### config.mk
export PLATFORM = sky130hd
export DESIGN_NAME = phi_interlock
export DESIGN_NICKNAME = d
export VERILOG_FILES = /design/src/hdl/phi_pkg.sv /design/src/hdl/phi_interlock.sv
export SDC_FILE = /design/constraint.sdc
export NUM_CORES = 1
export LEC_CHECK = 0
export BUFFER_PORTS_ARGS = -buffer_cell sky130_fd_sc_hd__buf_2
export CORE_UTILIZATION = 49
export DETAILED_ROUTE_END_ITERATION = 10
export GPL_ROUTABILITY_DRIVEN = 0
export PLACE_DENSITY = 0.75
export REMOVE_ABC_BUFFERS = 1
export SLEW_MARGIN = 30
export SYNTH_ARGS = -nofsm -noshare
export SYNTH_HDL_FRONTEND = slang
export SYNTH_SLANG_ARGS = --single-unit
### constraint.sdc
create_clock -name pclk -period 2.3 [get_ports pclk]
set_input_delay 0.23 -clock pclk [delete_from_list [all_inputs] [get_ports pclk]]
set_output_delay 0.23 -clock pclk [all_outputs]
set_load 0.1 [all_outputs]
### src/hdl/phi_pkg.sv
package phi_pkg;

    // ------------------------------------------------------------
    // operation codes presented at issue
    // ------------------------------------------------------------
    typedef enum logic [3:0] {
        OP_NONE,
        OP_TLB_PROBE,
        OP_TLB_READ,
        OP_TLB_WR_IDX,
        OP_TLB_WR_RND,
        OP_CACHE,
        OP_CTRL_WR,
        OP_CTRL_RD,
        OP_LOAD,
        OP_STORE,
        OP_EXC_RET,
        OP_DBG_RET
    } phi_op_e;

    // ------------------------------------------------------------
    // operation groups, one-hot bit positions
    // ------------------------------------------------------------
    localparam int NGRP = 6;
    localparam int G_TLB = 0;
    localparam int G_EHI = 1;
    localparam int G_CACHE = 2;
    localparam int G_CWR = 3;
    localparam int G_CRD = 4;
    localparam int G_LS = 5;
    // producers that a consumer must wait for
    localparam logic [5:0] MASK_HW = 6'h0F;
    localparam logic [5:0] MASK_ALL = 6'h3F;
    // producers left as software-visible hazards
    localparam logic [5:0] MASK_SW = 6'h30;

    // ------------------------------------------------------------
    // implicit events tracked down the pipe
    // ------------------------------------------------------------
    localparam int NEV = 8;
    localparam int E_EXC = 0;
    localparam int E_INT = 1;
    localparam int E_TIM = 2;
    localparam int E_DWAT = 3;
    localparam int E_XRET = 4;
    localparam int E_DRTN = 5;
    localparam int E_DBG = 6;
    localparam int E_IMPR = 7;

    // ------------------------------------------------------------
    // pipeline stage numbers
    // ------------------------------------------------------------
    localparam int STG_EARLY = 0;
    localparam int STG_TIMER_CMP = 3;
    localparam int STG_SAMPLE = 4;
    localparam int STG_VEC_READ = 7;
    localparam int STG_WRITE = 8;
    localparam int STG_LATE = 10;

    // ------------------------------------------------------------
    // control register numbers and selects
    // ------------------------------------------------------------
    localparam logic [4:0] CR_INDEX = 5'h00;
    localparam logic [4:0] CR_RANDOM = 5'h01;
    localparam logic [4:0] CR_ENTRY_LO0 = 5'h02;
    localparam logic [4:0] CR_ENTRY_LO1 = 5'h03;
    localparam logic [4:0] CR_PAGE_MASK = 5'h05;
    localparam logic [4:0] CR_ENTRY_HIGH = 5'h0A;
    localparam logic [4:0] CR_TAG_LOW = 5'h1C;
    localparam logic [4:0] CR_TAG_HIGH = 5'h1D;
    localparam logic [2:0] SEL_ICACHE = 3'h0;
    localparam logic [2:0] SEL_DCACHE = 3'h2;

    // ------------------------------------------------------------
    // resource bits
    // ------------------------------------------------------------
    localparam int RS_TLB = 0;
    localparam int RS_TAGS = 1;
    localparam int RS_TAG_IF = 2;
    localparam int RS_STATUS = 3;
    localparam int RS_RET_PC = 4;
    localparam int RS_INDEX = 5;
    localparam int RS_ENTRY = 6;
    localparam int RS_PC = 7;

    // ------------------------------------------------------------
    // register map
    // ------------------------------------------------------------
    localparam logic [11:0] REG_CTRL = 12'h000;
    localparam logic [11:0] REG_STATUS = 12'h004;
    localparam logic [11:0] REG_STALLS = 12'h008;
    localparam logic [11:0] REG_HAZARDS = 12'h00C;
    localparam int CTRL_SER_ALL = 0;
    localparam int CTRL_CLR = 1;
    localparam logic CTRL_SER_ALL_RST = 1'b0;

endpackage

### src/hdl/phi_interlock.sv
// Added by the designer: the APB slave port and the register offsets.
`timescale 1ns/1ps
`default_nettype none

module phi_interlock #(
    parameter int CNT_W = 16
) (
    input wire logic pclk,
    input wire logic presetn,
    input wire logic psel,
    input wire logic penable,
    input wire logic pwrite,
    input wire logic [11:0] paddr,
    input wire logic [31:0] pwdata,
    output logic [31:0] prdata,
    output logic pready,
    output logic pslverr,
    input wire logic issue_valid,
    input wire phi_pkg::phi_op_e issue_op,
    input wire logic [4:0] issue_cr_num,
    input wire logic [2:0] issue_cr_sel,
    input wire logic issue_fetch_affect,
    input wire logic issue_single_issue_nop,
    input wire logic issue_uses_fp64,
    input wire logic issue_uses_ext,
    output logic issue_ready,
    output logic issue_alone,
    input wire logic exc_entry,
    input wire logic int_taken,
    input wire logic timer_check,
    input wire logic data_watch_defer,
    input wire logic debug_entry,
    input wire logic debug_imprecise,
    output logic int_sample,
    output logic exc_vec_read,
    output logic exc_state_write,
    output logic exc_pc_write,
    output logic timer_compare,
    output logic timer_pend_set,
    output logic watch_sample,
    output logic watch_defer_write,
    output logic exc_ret_pc_read,
    output logic exc_ret_level_clear,
    output logic dbg_ret_pc_read,
    output logic dbg_ret_state_write,
    output logic dbg_state_write,
    output logic dbg_pc_write,
    output logic impr_sample,
    output logic ctrl_write_commit,
    output logic fp_mode_sample,
    output logic ext_enable_sample,
    output logic fetch_sync_needed,
    output logic [7:0] res_read,
    output logic [7:0] res_write
);

    // ------------------------------------------------------------
    // state
    // ------------------------------------------------------------
    typedef struct packed {
        logic [phi_pkg::STG_WRITE:1][phi_pkg::NGRP-1:0] grp;
        logic [phi_pkg::STG_WRITE:1] fsync;
        logic [phi_pkg::STG_LATE:1][phi_pkg::NEV-1:0] ev;
        logic ser_all;
        logic fetch_stale;
        logic [CNT_W-1:0] stalls;
        logic [CNT_W-1:0] hazards;
        logic [31:0] rdata;
        logic err;
        logic [7:0] rd;
        logic [7:0] wr;
    } phi_state_s;

    phi_state_s s_q;
    phi_state_s s_d;
    logic [phi_pkg::NGRP-1:0] gnow;
    logic [phi_pkg::NGRP-1:0] inflight;
    logic [phi_pkg::NGRP-1:0] block_mask;
    logic [phi_pkg::NGRP-1:0] sw_mask;
    logic is_ehi;
    logic stall;
    logic fire;
    logic [7:0] rd_now;
    logic [7:0] wr_now;
    logic setup;
    logic access;
    logic hit;

    // ------------------------------------------------------------
    // group decode and resources
    // ------------------------------------------------------------
    assign is_ehi = issue_cr_num == phi_pkg::CR_ENTRY_HIGH && issue_cr_sel == 3'h0;

    always_comb begin
        gnow = '0;
        rd_now = '0;
        wr_now = '0;
        unique case (issue_op)
            phi_pkg::OP_NONE: begin
            end
            phi_pkg::OP_TLB_PROBE: begin
                gnow[phi_pkg::G_TLB] = 1'b1;
                rd_now = 8'h41;
                wr_now = 8'h20;
            end
            phi_pkg::OP_TLB_READ: begin
                gnow[phi_pkg::G_TLB] = 1'b1;
                rd_now = 8'h21;
                wr_now = 8'h41;
            end
            phi_pkg::OP_TLB_WR_IDX, phi_pkg::OP_TLB_WR_RND: begin
                gnow[phi_pkg::G_TLB] = 1'b1;
                rd_now = 8'h60;
                wr_now = 8'h01;
            end
            phi_pkg::OP_CACHE: begin
                gnow[phi_pkg::G_CACHE] = 1'b1;
                rd_now = 8'h07;
                wr_now = 8'h06;
            end
            phi_pkg::OP_CTRL_WR: begin
                gnow[phi_pkg::G_EHI] = is_ehi;
                gnow[phi_pkg::G_CWR] = !is_ehi;
                wr_now[phi_pkg::RS_TLB] = is_ehi;
                wr_now[phi_pkg::RS_ENTRY] = is_ehi;
                wr_now[phi_pkg::RS_TAG_IF] = issue_cr_num == phi_pkg::CR_TAG_LOW
                    || issue_cr_num == phi_pkg::CR_TAG_HIGH;
            end
            phi_pkg::OP_CTRL_RD: begin
                gnow[phi_pkg::G_CRD] = 1'b1;
            end
            phi_pkg::OP_LOAD, phi_pkg::OP_STORE: begin
                gnow[phi_pkg::G_LS] = 1'b1;
                rd_now = 8'h03;
            end
            phi_pkg::OP_EXC_RET, phi_pkg::OP_DBG_RET: begin
                // returns read control state, so wait like a read
                gnow[phi_pkg::G_CRD] = 1'b1;
                rd_now = 8'h18;
                wr_now = 8'h88;
            end
            default: begin
            end
        endcase
    end

    // ------------------------------------------------------------
    // interlock matrix
    // ------------------------------------------------------------
    always_comb begin
        block_mask = '0;
        sw_mask = '0;
        if (gnow[phi_pkg::G_CACHE]) begin
            block_mask = phi_pkg::MASK_ALL;
        end else if (gnow[phi_pkg::G_TLB] || gnow[phi_pkg::G_CRD] || gnow[phi_pkg::G_LS]) begin
            block_mask = phi_pkg::MASK_HW;
            sw_mask = phi_pkg::MASK_SW;
        end
        // later control writes (G_CWR, G_EHI): no entry in either mask
        inflight = '0;
        for (int k = 1; k <= phi_pkg::STG_WRITE; k++) begin
            inflight = inflight | s_q.grp[k];
        end
    end

    // producers count until they leave stage eight
    assign stall = issue_valid && (|(inflight & block_mask)
        || (s_q.ser_all && |gnow && |inflight));
    assign fire = issue_valid && !stall;
    assign issue_ready = !stall;
    assign issue_alone = issue_valid && issue_single_issue_nop;

    // ------------------------------------------------------------
    // apb decode
    // ------------------------------------------------------------
    assign setup = psel && !penable;
    assign access = psel && penable;
    assign hit = paddr == phi_pkg::REG_CTRL || paddr == phi_pkg::REG_STATUS
        || paddr == phi_pkg::REG_STALLS || paddr == phi_pkg::REG_HAZARDS;

    // ------------------------------------------------------------
    // next state
    // ------------------------------------------------------------
    always_comb begin
        s_d = s_q;
        // stage one takes the issuing op, others shift in order
        s_d.grp[1] = fire ? gnow : '0;
        s_d.fsync[1] = fire && ((issue_op == phi_pkg::OP_CTRL_WR && issue_fetch_affect)
            || issue_op == phi_pkg::OP_TLB_WR_IDX
            || issue_op == phi_pkg::OP_TLB_WR_RND);
        s_d.ev[1] = '0;
        s_d.ev[1][phi_pkg::E_EXC] = exc_entry;
        s_d.ev[1][phi_pkg::E_INT] = int_taken;
        s_d.ev[1][phi_pkg::E_TIM] = timer_check;
        s_d.ev[1][phi_pkg::E_DWAT] = data_watch_defer;
        s_d.ev[1][phi_pkg::E_XRET] = fire && issue_op == phi_pkg::OP_EXC_RET;
        s_d.ev[1][phi_pkg::E_DRTN] = fire && issue_op == phi_pkg::OP_DBG_RET;
        s_d.ev[1][phi_pkg::E_DBG] = debug_entry;
        s_d.ev[1][phi_pkg::E_IMPR] = debug_imprecise;
        for (int k = 2; k <= phi_pkg::STG_WRITE; k++) begin
            s_d.grp[k] = s_q.grp[k-1];
            s_d.fsync[k] = s_q.fsync[k-1];
        end
        for (int k = 2; k <= phi_pkg::STG_LATE; k++) begin
            s_d.ev[k] = s_q.ev[k-1];
        end
        // fetch stays stale until an exception return commits; set wins
        if (s_q.ev[phi_pkg::STG_WRITE][phi_pkg::E_XRET]) begin
            s_d.fetch_stale = 1'b0;
        end
        if (s_q.fsync[phi_pkg::STG_WRITE]) begin
            s_d.fetch_stale = 1'b1;
        end
        s_d.rd = fire ? rd_now : '0;
        s_d.wr = fire ? wr_now : '0;
        if (stall && !(&s_q.stalls)) begin
            s_d.stalls = s_q.stalls + 1'b1;
        end
        if (fire && |(inflight & sw_mask) && !(&s_q.hazards)) begin
            s_d.hazards = s_q.hazards + 1'b1;
        end
        if (setup) begin
            s_d.err = !hit;
            unique case (paddr)
                phi_pkg::REG_CTRL: s_d.rdata = {31'h0, s_q.ser_all};
                phi_pkg::REG_STATUS: s_d.rdata = {29'h0, stall, s_q.fetch_stale, |inflight};
                phi_pkg::REG_STALLS: s_d.rdata = 32'(s_q.stalls);
                phi_pkg::REG_HAZARDS: s_d.rdata = 32'(s_q.hazards);
                default: s_d.rdata = 32'h0;
            endcase
        end
        if (access && pwrite && paddr == phi_pkg::REG_CTRL) begin
            s_d.ser_all = pwdata[phi_pkg::CTRL_SER_ALL];
            if (pwdata[phi_pkg::CTRL_CLR]) begin
                s_d.stalls = '0;
                s_d.hazards = '0;
            end
        end
    end

    always_ff @(posedge pclk or negedge presetn) begin
        if (!presetn) begin
            s_q <= '0;
            s_q.ser_all <= phi_pkg::CTRL_SER_ALL_RST;
        end else begin
            s_q <= s_d;
        end
    end

    // ------------------------------------------------------------
    // outputs
    // ------------------------------------------------------------
    assign prdata = s_q.rdata;
    assign pslverr = s_q.err && access;
    assign pready = 1'b1;
    assign res_read = s_q.rd;
    assign res_write = s_q.wr;
    assign fetch_sync_needed = s_q.fetch_stale;
    // icache ops get no fetch check
    assign ctrl_write_commit = s_q.grp[phi_pkg::STG_WRITE][phi_pkg::G_CWR]
        || s_q.grp[phi_pkg::STG_WRITE][phi_pkg::G_EHI];
    assign fp_mode_sample = fire && issue_uses_fp64;
    assign ext_enable_sample = fire && issue_uses_ext;
    assign int_sample = s_q.ev[phi_pkg::STG_SAMPLE][phi_pkg::E_INT];
    assign exc_vec_read = |(s_q.ev[phi_pkg::STG_VEC_READ][3:0] & 4'hB);
    assign exc_state_write = |(s_q.ev[phi_pkg::STG_WRITE][3:0] & 4'hB);
    assign exc_pc_write = |(s_q.ev[phi_pkg::STG_LATE][3:0] & 4'hB);
    assign timer_compare = s_q.ev[phi_pkg::STG_TIMER_CMP][phi_pkg::E_TIM];
    assign timer_pend_set = s_q.ev[phi_pkg::STG_SAMPLE][phi_pkg::E_TIM];
    assign watch_sample = s_q.ev[phi_pkg::STG_SAMPLE][phi_pkg::E_DWAT];
    assign watch_defer_write = s_q.ev[phi_pkg::STG_WRITE][phi_pkg::E_DWAT];
    assign exc_ret_pc_read = s_q.ev[phi_pkg::STG_VEC_READ][phi_pkg::E_XRET];
    assign exc_ret_level_clear = s_q.ev[phi_pkg::STG_WRITE][phi_pkg::E_XRET];
    assign dbg_ret_pc_read = s_q.ev[phi_pkg::STG_VEC_READ][phi_pkg::E_DRTN];
    assign dbg_ret_state_write = s_q.ev[phi_pkg::STG_WRITE][phi_pkg::E_DRTN];
    assign dbg_state_write = s_q.ev[phi_pkg::STG_WRITE][phi_pkg::E_DBG]
        || s_q.ev[phi_pkg::STG_WRITE][phi_pkg::E_IMPR];
    assign dbg_pc_write = s_q.ev[phi_pkg::STG_LATE][phi_pkg::E_DBG]
        || s_q.ev[phi_pkg::STG_LATE][phi_pkg::E_IMPR];
    assign impr_sample = s_q.ev[phi_pkg::STG_SAMPLE][phi_pkg::E_IMPR];
endmodule // phi_interlock

`default_nettype wire

Yosys cells after proc, flatten, opt, wreduce, memory -nomap -nowiden
Index checks and enable logic that the tools add are counted.
{ "word_totals": {"input_bits": 72, "output_inout_bits": 71, "register_bits": 219} }
{ "op_classes": {"reduce_logical": 56, "addsub": 2, "mux": 26, "eq_ne": 17, "n_bitwise": 9} }
{ "ops": {"columns": ["operator", "n"], "rows": [
  ["$mux W32", 2],
  ["$pmux W16 S4", 1],
  ["$or A6 B6 Y6", 7],
  ["$pmux W7 S6", 1],
  ["$add A16 B1 Y16 const B", 2],
  ["$mux W16", 2],
  ["$reduce_and A16 Y1", 2],
  ["$eq A12 B4 Y1 const B", 2],
  ["$mux W6", 4],
  ["$reduce_or A6 Y1", 4],
  ["$logic_and A1 B1 Y1", 20],
  ["$eq A4 B3 Y1 const B", 4],
  ["$eq A4 B4 Y1 const B", 4],
  ["$mux W8", 2],
  ["$reduce_or A3 Y1", 5],
  ["$and A6 B6 Y6", 2],
  ["$eq A12 B3 Y1 const B", 1],
  ["$logic_not A12 Y1", 1],
  ["$logic_or A1 B1 Y1", 12],
  ["$eq A5 B5 Y1 const B", 2],
  ["$mux W1", 9],
  ["$eq A4 B2 Y1 const B", 2],
  ["$logic_not A1 Y1", 6],
  ["$pmux W1 S2", 3],
  ["8 further kinds", 10]
]} }

Logic depth before layout (Yosys ltp)
Gate-level depths: netlist of the first run.
{ "logic_depth": {"ltp_word": 18, "depth_mapped": 9} }

Worst setup path before layout of the first run
No wires, ideal clock.
{ "synth_path": {"path_type": "input to register", "from": "in issue_op[2]", "to": "reg s_q[77] (netlist bit)", "path_buffers": 1, "setup_slack_ns": -0.375, "path_stages": 7, "arrival_time_ns": 2.562, "setup_ns": 0.114, "path_cell_list": "buf_6 > or4_4 > o21a_4 > a311oi_4 > or3_1 > o311ai_0 > o41ai_1"} }
{ "synth_lines": {"columns": ["element", "line_no", "source"], "rows": [
  ["start, declared", "phi_interlock.sv:19", "input wire phi_pkg::phi_op_e issue_op,"],
  ["end, declared", "phi_interlock.sv:74", "phi_state_s s_q;"]
]} }

Worst setup path after layout of the first run
{ "layout_path": {"from": "reg s_q, in the netlist s_d[190]", "to": "out fp_mode_sample"} }
{ "layout_via": {"elab_chain_cells": 13} }
{ "layout_rtl": {"columns": ["element", "line_no", "source"], "rows": [
  ["$or A6 B6 Y6 * (6 in a row)", "phi_interlock.sv:162", "inflight = inflight | s_q.grp[k];"],
  ["$and A6 B6 Y6 or $reduce_or A6 Y1 (tied branches)", "phi_interlock.sv:167, phi_interlock.sv:168", null],
  ["$reduce_or A6 Y1 or $logic_and A1 B1 Y1 (tied branches)", "phi_interlock.sv:167, phi_interlock.sv:168", null],
  ["$logic_or A1 B1 Y1 *", "phi_interlock.sv:168", "|| (s_q.ser_all && |gnow && |inflight));"],
  ["$logic_and A1 B1 Y1 *", "phi_interlock.sv:167", "assign stall = issue_valid && (|(inflight & block_mask)"],
  ["$logic_not A1 Y1 *", "phi_interlock.sv:169", "assign fire = issue_valid && !stall;"],
  ["$logic_and A1 B1 Y1 *", "phi_interlock.sv:169", null],
  ["$logic_and A1 B1 Y1 *", "phi_interlock.sv:262", "assign fp_mode_sample = fire && issue_uses_fp64;"],
  ["end, declared", "phi_interlock.sv:50", "output logic fp_mode_sample,"]
]} }
Every way passes the cells marked *; elsewhere a longest branch is shown, timed or not.

==> results of run 1 <==
==> power groups by stage <==
stage	combinational, mW	clock, mW	sequential (mW)
after detailed placement	1.22	0	3.69
after global routing	1.49	2.94	3.65
after CTS	1.30	2.81	3.63
final	1.38	2.75	3.63
after floorplan	0.601	0	3.81
after global placement	1.18	0	3.66
==> repair_timing <==
action | in CTS | in global routing
resized for setup | 18 | 37
hold endpoints to repair | 69 | 0
hold buffers | 7 | 0
setup buffers | 7 | 6
pin swaps | 15 | 21
endpoints found under the setup margin | 30 | 53
gates cloned | 0 | 1
==> critical path, delay by kind of cell (launching register included) <==
family | cells | cell delay (ns)
and+or+nand+nor | 4 | 0.86
DFF | 1 | 0.39
buffers and inverters | 2 | 0.37
AOI/OAI and AO/OA | 1 | 0.30
==> cell type report <==
| type | count | area, um^2 | share of cell area [%] |
|---|---|---|---|
| multi-input combinational | 337 | 2220 | 25.4 |
| tap | 180 | 225 | 2.57 |
| timing repair buffer | 145 | 993 | 11.3 |
| sequential | 189 | 4730 | 54.0 |
| clock buffer | 19 | 443 | 5.06 |
| clock inverter | 11 | 109 | 1.24 |
| inverter | 9 | 33.8 | 0.386 |
==> cells in the final DEF (no fill, tap or decap), types with 6 or more instances in the layout <==
cell and count:
or3_4 7, o31ai_1 8, nor4_2 9, buf_4 36, buf_6 6, nor3_1 13
dlygate4sd3_1 7, and3_1 13, o21ai_0 26, buf_2 89, and4_1 6, inv_1 9
nor4_1 7, and2_1 8, nand2_1 45, or3_1 10, nand3_1 14, clkbuf_16 17
conb_1 19, buf_12 7, a21oi_1 13, a21oi_2 9, nand2b_1 7, dfrtp_1 188
a22oi_1 13, or4_1 8, nand4_1 12, nor2_1 20
==> per-layer routing <==
layer  up-vias  global-route usage (%)  part of all wire [%]
met5         -                       0                     0
met2       257                    34.8                    48
met4         0                    11.9                   4.1
met3        57                    3.74                   7.0
met1      2528                    27.9                    41
li1       2246                       -                     -
==> stage by stage <==
step | hold slack, ns | power, mW
global placement | 0.246 | 4.85
CTS | 0.0266 | 7.73
finish | 0.0400 | 7.76
global route | 0.0461 | 8.07
detailed placement | 0.260 | 4.91
floorplan | -0.0656 | 4.42
==> flip-flops by register name, indices dropped and copies added (netlist names) <==
name / count
dbg_ret_pc_read: 1
dbg_ret_state_write: 1
exc_ret_level_clear: 1
exc_ret_pc_read: 1
fetch_sync_needed: 1
impr_sample: 1
int_sample: 1
prdata: 16
res_read: 6
res_write: 6
s_d: 104
s_q: 46
timer_compare: 1
timer_pend_set: 1
watch_defer_write: 1
watch_sample: 1
==> how the worst max path moves through the flow <==
stage          slack (ns)        endpoint  depth (start not counted)
6_report            -0.27  fp_mode_sample                          7
5_1_grt             -0.36  fp_mode_sample                          7
4_1_cts             -0.33  fp_mode_sample                          7
3_5_place_dp        -0.11         s_q[60]                          8
3_3_place_gp        -0.07         s_q[52]                          8
2_1_floorplan       -0.75         s_d[96]                          6
==> cells by family after synthesis <==
| logic type | count (synthesis) |
|---|---|
| adder cells (fa/ha/maj) | 2 |
| multiplexers | 6 |
| buffers and inverters | 79 |
| XOR/XNOR | 7 |
| flip-flops | 189 |
| AND/OR/NAND/NOR | 202 |
| AO/OA/AOI/OAI | 100 |
| other | 2 |
==> metrics.csv, run 1 <==
stage,metric,value,unit
worst_setup_path,r2r-end,s_q[59],
floorplan,core,14100,um^2
finish,post-route-util,62.1,%
cts,clk_latency,0.43,ns
timing,relSlewSlack,59.7,%
global_route,grt.total_usage,21.6,%
synthesis,synth-edff-count,0,
worst_hold_path,worstHoldStart,pwdata[0],
finish,final_layout_size_suffix_gt1_share,30.6,%
power_and_ir_drop,p_leak,4.19,nW
floorplan,initial_utilization,50.9,%
synthesis,synth_most_common_cell,dfrtp_1,
global_route,grt_pass1_vias,4971,
timing,final_hold_viol_count,0,
floorplan,die_w,123,um
timing,min_period_over_period,112,%
run_status,status,"complete, but fails checks",
finish,fillers,1076,
worst_setup_path,cp_slowest_cell,dfrtp_1,
synthesis,yosys_warnings,0,
worst_setup_path,cp-start-kind,flip-flop,
power_and_ir_drop,combinationalPowerShare,17.8,%
timing,fin_skew,0.00973,ns
global_route,grt_max_degree,67,
finish,fin_area,8760,um^2
timing,fin_crit,2.57,ns
timing,setup_viol,39,
synthesis,syn_area,7180,um^2
worst_setup_path,max_stage_delay,0.39,ns
synthesis,synth.mux.area_fraction,1.03,%
finish,area_growth,22.0,%
global_route,grt_pass1_wl,24400,um
finish,fin_cells,890,
power_and_ir_drop,power_density,886,nW/um^2
worst_setup_path,r2r_cells,10,
floorplan,die-area,15100,um^2
worst_setup_path,cp.required,2.07,ns
worst_hold_path,whs_endpoint,s_q[82],
finish,nNetsFinal,773,
synthesis,synthCells,587,
worst_setup_path,crit_type,flip-flop to primary output,
global_route,antenna_found_initial,0,
timing,fin_ws,-0.274,ns
power_and_ir_drop,p_sw_share,29.5,%
timing,fmax,388,MHz
power_and_ir_drop,p_seq_share,46.7,%
worst_setup_path,cp-startpoint,s_d[190],
cts,clock_sinks,189,
synthesis,synth-compound-area-share,9.48,%
floorplan,fp.dieH,123,um
routing,post_drt_wl_per_cell,17.6,um
power_and_ir_drop,clockPowerShare,35.4,%
cts,clock_path_buffers,2,
worst_hold_path,hp-class,input port to flip-flop,
cts,h-tree-depth,4,
cts,clk_pin_slew,0.07,ns
worst_hold_path,whs_path_depth,3,
routing,vias,5088,
routing,drc,0,
synthesis,ys_ff_latch,189,
placement,port_buffers,93,
placement,place_area,7830,um^2
synthesis,yosys-top-cells-area,"dfrtp_1 66%, buf_4 5.1%, nand2_1 2.4%",
worst_setup_path,path_max_fanout,3,
synthesis,synthFlopType,dfrtp_1,
routing,dr.pass1.iters,5,
synthesis,synth_top_family_by_area,simple AND/OR/NAND/NOR gates,
floorplan,ios,143,
timing,finalMaxSlewViolations,0,
worst_setup_path,critPathArrivalTime,2.34,ns
routing,wl,15600,um
cts,clockRootBuffer,clkbuf_16,
synthesis,synth_common_cells,"189 x dfrtp_1, 49 x buf_4, 46 x nand2_1, 32 x o21ai_0, 22 x a21oi_1",
synthesis,synth.distinct_cells,56,
routing,dr.first_iter.drc_count,479,
synthesis,synth_top_area_share,65.9,%
finish,antenna_cells,0,
cts,cts_tree,built,
placement,pre_cts_ws,-0.108,ns
run_status,violations,negative setup slack,
placement,place_hpwl,9930,um
worst_setup_path,crit_chain,nor4_2 > nand4_1 > buf_4 > a311o_1 > nand3_2 > and3_4 > buf_12,
synthesis,synthSimpleGateAreaFrac,15.4,%
worst_setup_path,r2r_slack,-0.23,ns
worst_setup_path,r2r-start,s_d[192],
synthesis,synthXorXnorAreaFrac,0.854,%
power_and_ir_drop,p_switching,2.29,mW
synthesis,ys_seq_area_share,65.9,%
power_and_ir_drop,max-vdd-ir-drop,0.489,mV
routing,viasPerCell,5.72,
floorplan,num_rows,43,
timing,finalSetupTns,-5.55,ns
worst_setup_path,end_kind,primary output,
flow_run,drv_cap,0,
timing,worstMarginPinSlew,0.602,ns
synthesis,avgSynthCellArea,12.2,um^2
synthesis,synthAdderAreaFrac,0.349,%
synthesis,yosys.area.top_type,dfrtp_1,
routing,ant_nets,0,
power_and_ir_drop,p_int,5.48,mW
cts,cts_buffers,17,
synthesis,synthArstFlopShare,100,%
placement,dp_cells,840,
timing,rsz0062_at_grt,true,
global_route,gr-total-overflow,0,
Note: power is estimated with default switching activity, not from simulation.
==> run 2: changes to the inputs <==
CORE_ASPECT_RATIO = 2   (was not set)
==> metrics.csv, run 2 (synthesized netlist as in run 1, its figures left out) <==
stage,metric,value,unit,change
run_status,status,"complete, but fails checks",,
run_status,violations,negative setup slack,,
finish,area_growth,22.9,%,
floorplan,core,14400,um^2,+1.8%
worst_setup_path,crit_chain,nor4_2 > nand4_1 > buf_4 > a311o_1 > nand3_2 > and3_4 > buf_12,,
global_route,grt_pass1_wl,24800,um,+1.7%
timing,rsz0062_at_grt,true,,
floorplan,ios,143,,unchanged
global_route,gr-total-overflow,0,,unchanged
worst_setup_path,cp.required,2.07,ns,about the same
power_and_ir_drop,p_leak,4.23,nW,+1.0%
cts,clk_pin_slew,0.07,ns,about the same
worst_setup_path,end_kind,primary output,,
worst_hold_path,whs_endpoint,s_q[82],,
cts,cts_tree,built,,
timing,fin_ws,-0.317,ns,-0.0429 ns
worst_setup_path,critPathArrivalTime,2.39,ns,+0.05 ns
finish,final_cell_mix,"188 x dfrtp_1, 89 x buf_2, 45 x nand2_1",,
flow_run,drv_cap,0,,unchanged
worst_hold_path,worstHoldStart,pwdata[0],,
worst_setup_path,cp-start-kind,flip-flop,,
finish,nNetsFinal,777,,+0.52%
global_route,antenna_found_initial,0,,unchanged
timing,hold_slack,0.0569,ns,+0.0169 ns
power_and_ir_drop,max-vdd-ir-drop,0.534,mV,+9.2%
timing,finalSetupTns,-4.16,ns,+1.38 ns
worst_setup_path,path_delay_family,simple AND/OR/NAND/NOR gates,,
timing,fin_crit,2.62,ns,+0.0429 ns
routing,drc,0,,unchanged
timing,finalMaxSlewViolations,0,,unchanged
worst_hold_path,hp-class,input port to flip-flop,,
timing,relSlewSlack,60.5,%,+0.75 points
worst_setup_path,r2r-start,s_d[184],,
finish,fin_area,8820,um^2,+0.70%
floorplan,die_w,87.6,um,-29%
placement,place_hpwl,10500,um,+6.0%
routing,vias,5074,,-0.28%
worst_setup_path,path_max_fanout,3,,unchanged
routing,viasPerCell,5.59,,-2.3%
finish,final_layout_size_suffix_gt1_share,30.6,%,about the same
finish,final_common_cell,dfrtp_1,,
cts,h-tree-depth,4,,unchanged
worst_setup_path,r2r-end,s_q[56],,
cts,clock_sinks,189,,unchanged
global_route,grt_max_degree,68,,+1.5%
cts,clock_path_buffers,2,,unchanged
timing,fin_skew,0.0112,ns,+0.00146 ns
worst_hold_path,whs_path_depth,3,,unchanged
global_route,grt_pass1_vias,5076,,+2.1%
finish,antenna_cells,0,,unchanged
routing,dr.pass1.iters,5,,unchanged
floorplan,die-area,15200,um^2,+0.19%
placement,place_area,7860,um^2,+0.32%
routing,wl,15600,um,-0.31%
floorplan,initial_utilization,50.0,%,-0.91 points
routing,dr.first_iter.drc_count,395,,-18%
placement,port_buffers,93,,unchanged
floorplan,num_rows,62,,+44%
routing,ant_nets,0,,unchanged
global_route,grt.total_usage,21.9,%,+0.31 points
finish,largest_reg_flops,104,,unchanged
worst_setup_path,crit_buf_inv,2,,unchanged
routing,post_drt_wl_per_cell,17.2,um,-2.3%
worst_setup_path,cp_slowest_cell,dfrtp_1,,
worst_setup_path,r2r_slack,-0.25,ns,-0.02 ns
worst_setup_path,crit_type,flip-flop to primary output,,
cts,clk_latency,0.43,ns,about the same
timing,worstMarginPinSlew,0.593,ns,-0.00951 ns
timing,fmax,382,MHz,-1.6%
worst_setup_path,max_stage_delay,0.41,ns,+0.02 ns
timing,min_period_over_period,114,%,+1.9 points
cts,cts_buffers,17,,unchanged
timing,final_hold_viol_count,0,,unchanged
cts,clockRootBuffer,clkbuf_16,,
power_and_ir_drop,power_density,899,nW/um^2,+1.4%
floorplan,fp.dieH,173,um,+41%
timing,setup_viol,27,,-31%
worst_setup_path,r2r_cells,9,,-1
==> run 2: layout make-up <==
cell class,count,area (um^2)
clock buffers,18,439
clock inverters,14,166
fillers,1121,5530
inverters,9,33.8
multi-input cells,336,2180
flip-flops and latches,189,4730
well taps,192,240
repair buffers,150,1030
==> run 2: layer usage <==
| metal | GRT usage, % | vias up | part of all wire [%] |
|---|---|---|---|
| met1 | 23.4 | 2471 | 36 |
| met2 | 38.5 | 272 | 54 |
| li1 | - | 2264 | - |
| met3 | 5.30 | 67 | 5.7 |
| met5 | 0 | - | 0 |
| met4 | 11.8 | 0 | 4.4 |
==> run 2: how the worst max path moves through the flow <==
stage                            from           endpoint  slack (ns)  cells after the start
after detailed placement  issue_op[3]       res_write[0]       -0.15                      8
after CTS                    s_d[208]  ext_enable_sample       -0.31                      7
after global placement    issue_op[3]       res_write[0]       -0.07                      8
after global routing         s_d[187]  ext_enable_sample       -0.41                      7
after floorplan              s_d[179]            s_d[96]       -0.75                      6
final                        s_d[184]  ext_enable_sample       -0.32                      7
==> run 2: through the flow <==
stage	power, mW	worst slack, ns	cells	utilization, %
5_1_grt	8.24	-0.411	908	61.5
6_report	7.93	-0.317	908	61.5
3_3_place_gp	4.88	-0.0687	855	54.7
4_1_cts	7.89	-0.307	903	60.5
3_5_place_dp	4.93	-0.150	855	54.7
2_1_floorplan	4.42	-0.747	534	-
==> run 2: repair_timing <==
action / in CTS / in global routing
hold buffers: 7 / 0
resized for setup: 19 / 24
pin swaps: 11 / 10
buffers inserted: 9 / 6
hold endpoints to repair: 68 / 0
endpoints found under the setup margin: 47 / 51
==> run 2: worst min-delay path: cells and delay by family <==
kind                   cells  cell delay [ns]
AND/OR/NAND/NOR            2             0.14
buffers and inverters      1             0.07
==> run 2: power by group <==
part | total (mW) | switching (mW) | internal, mW
Combinational | 1.44 | 0.951 | 0.489
Sequential | 3.61 | 0.125 | 3.49
Clock | 2.88 | 1.38 | 1.49
Total | 7.93 | 2.46 | 5.47
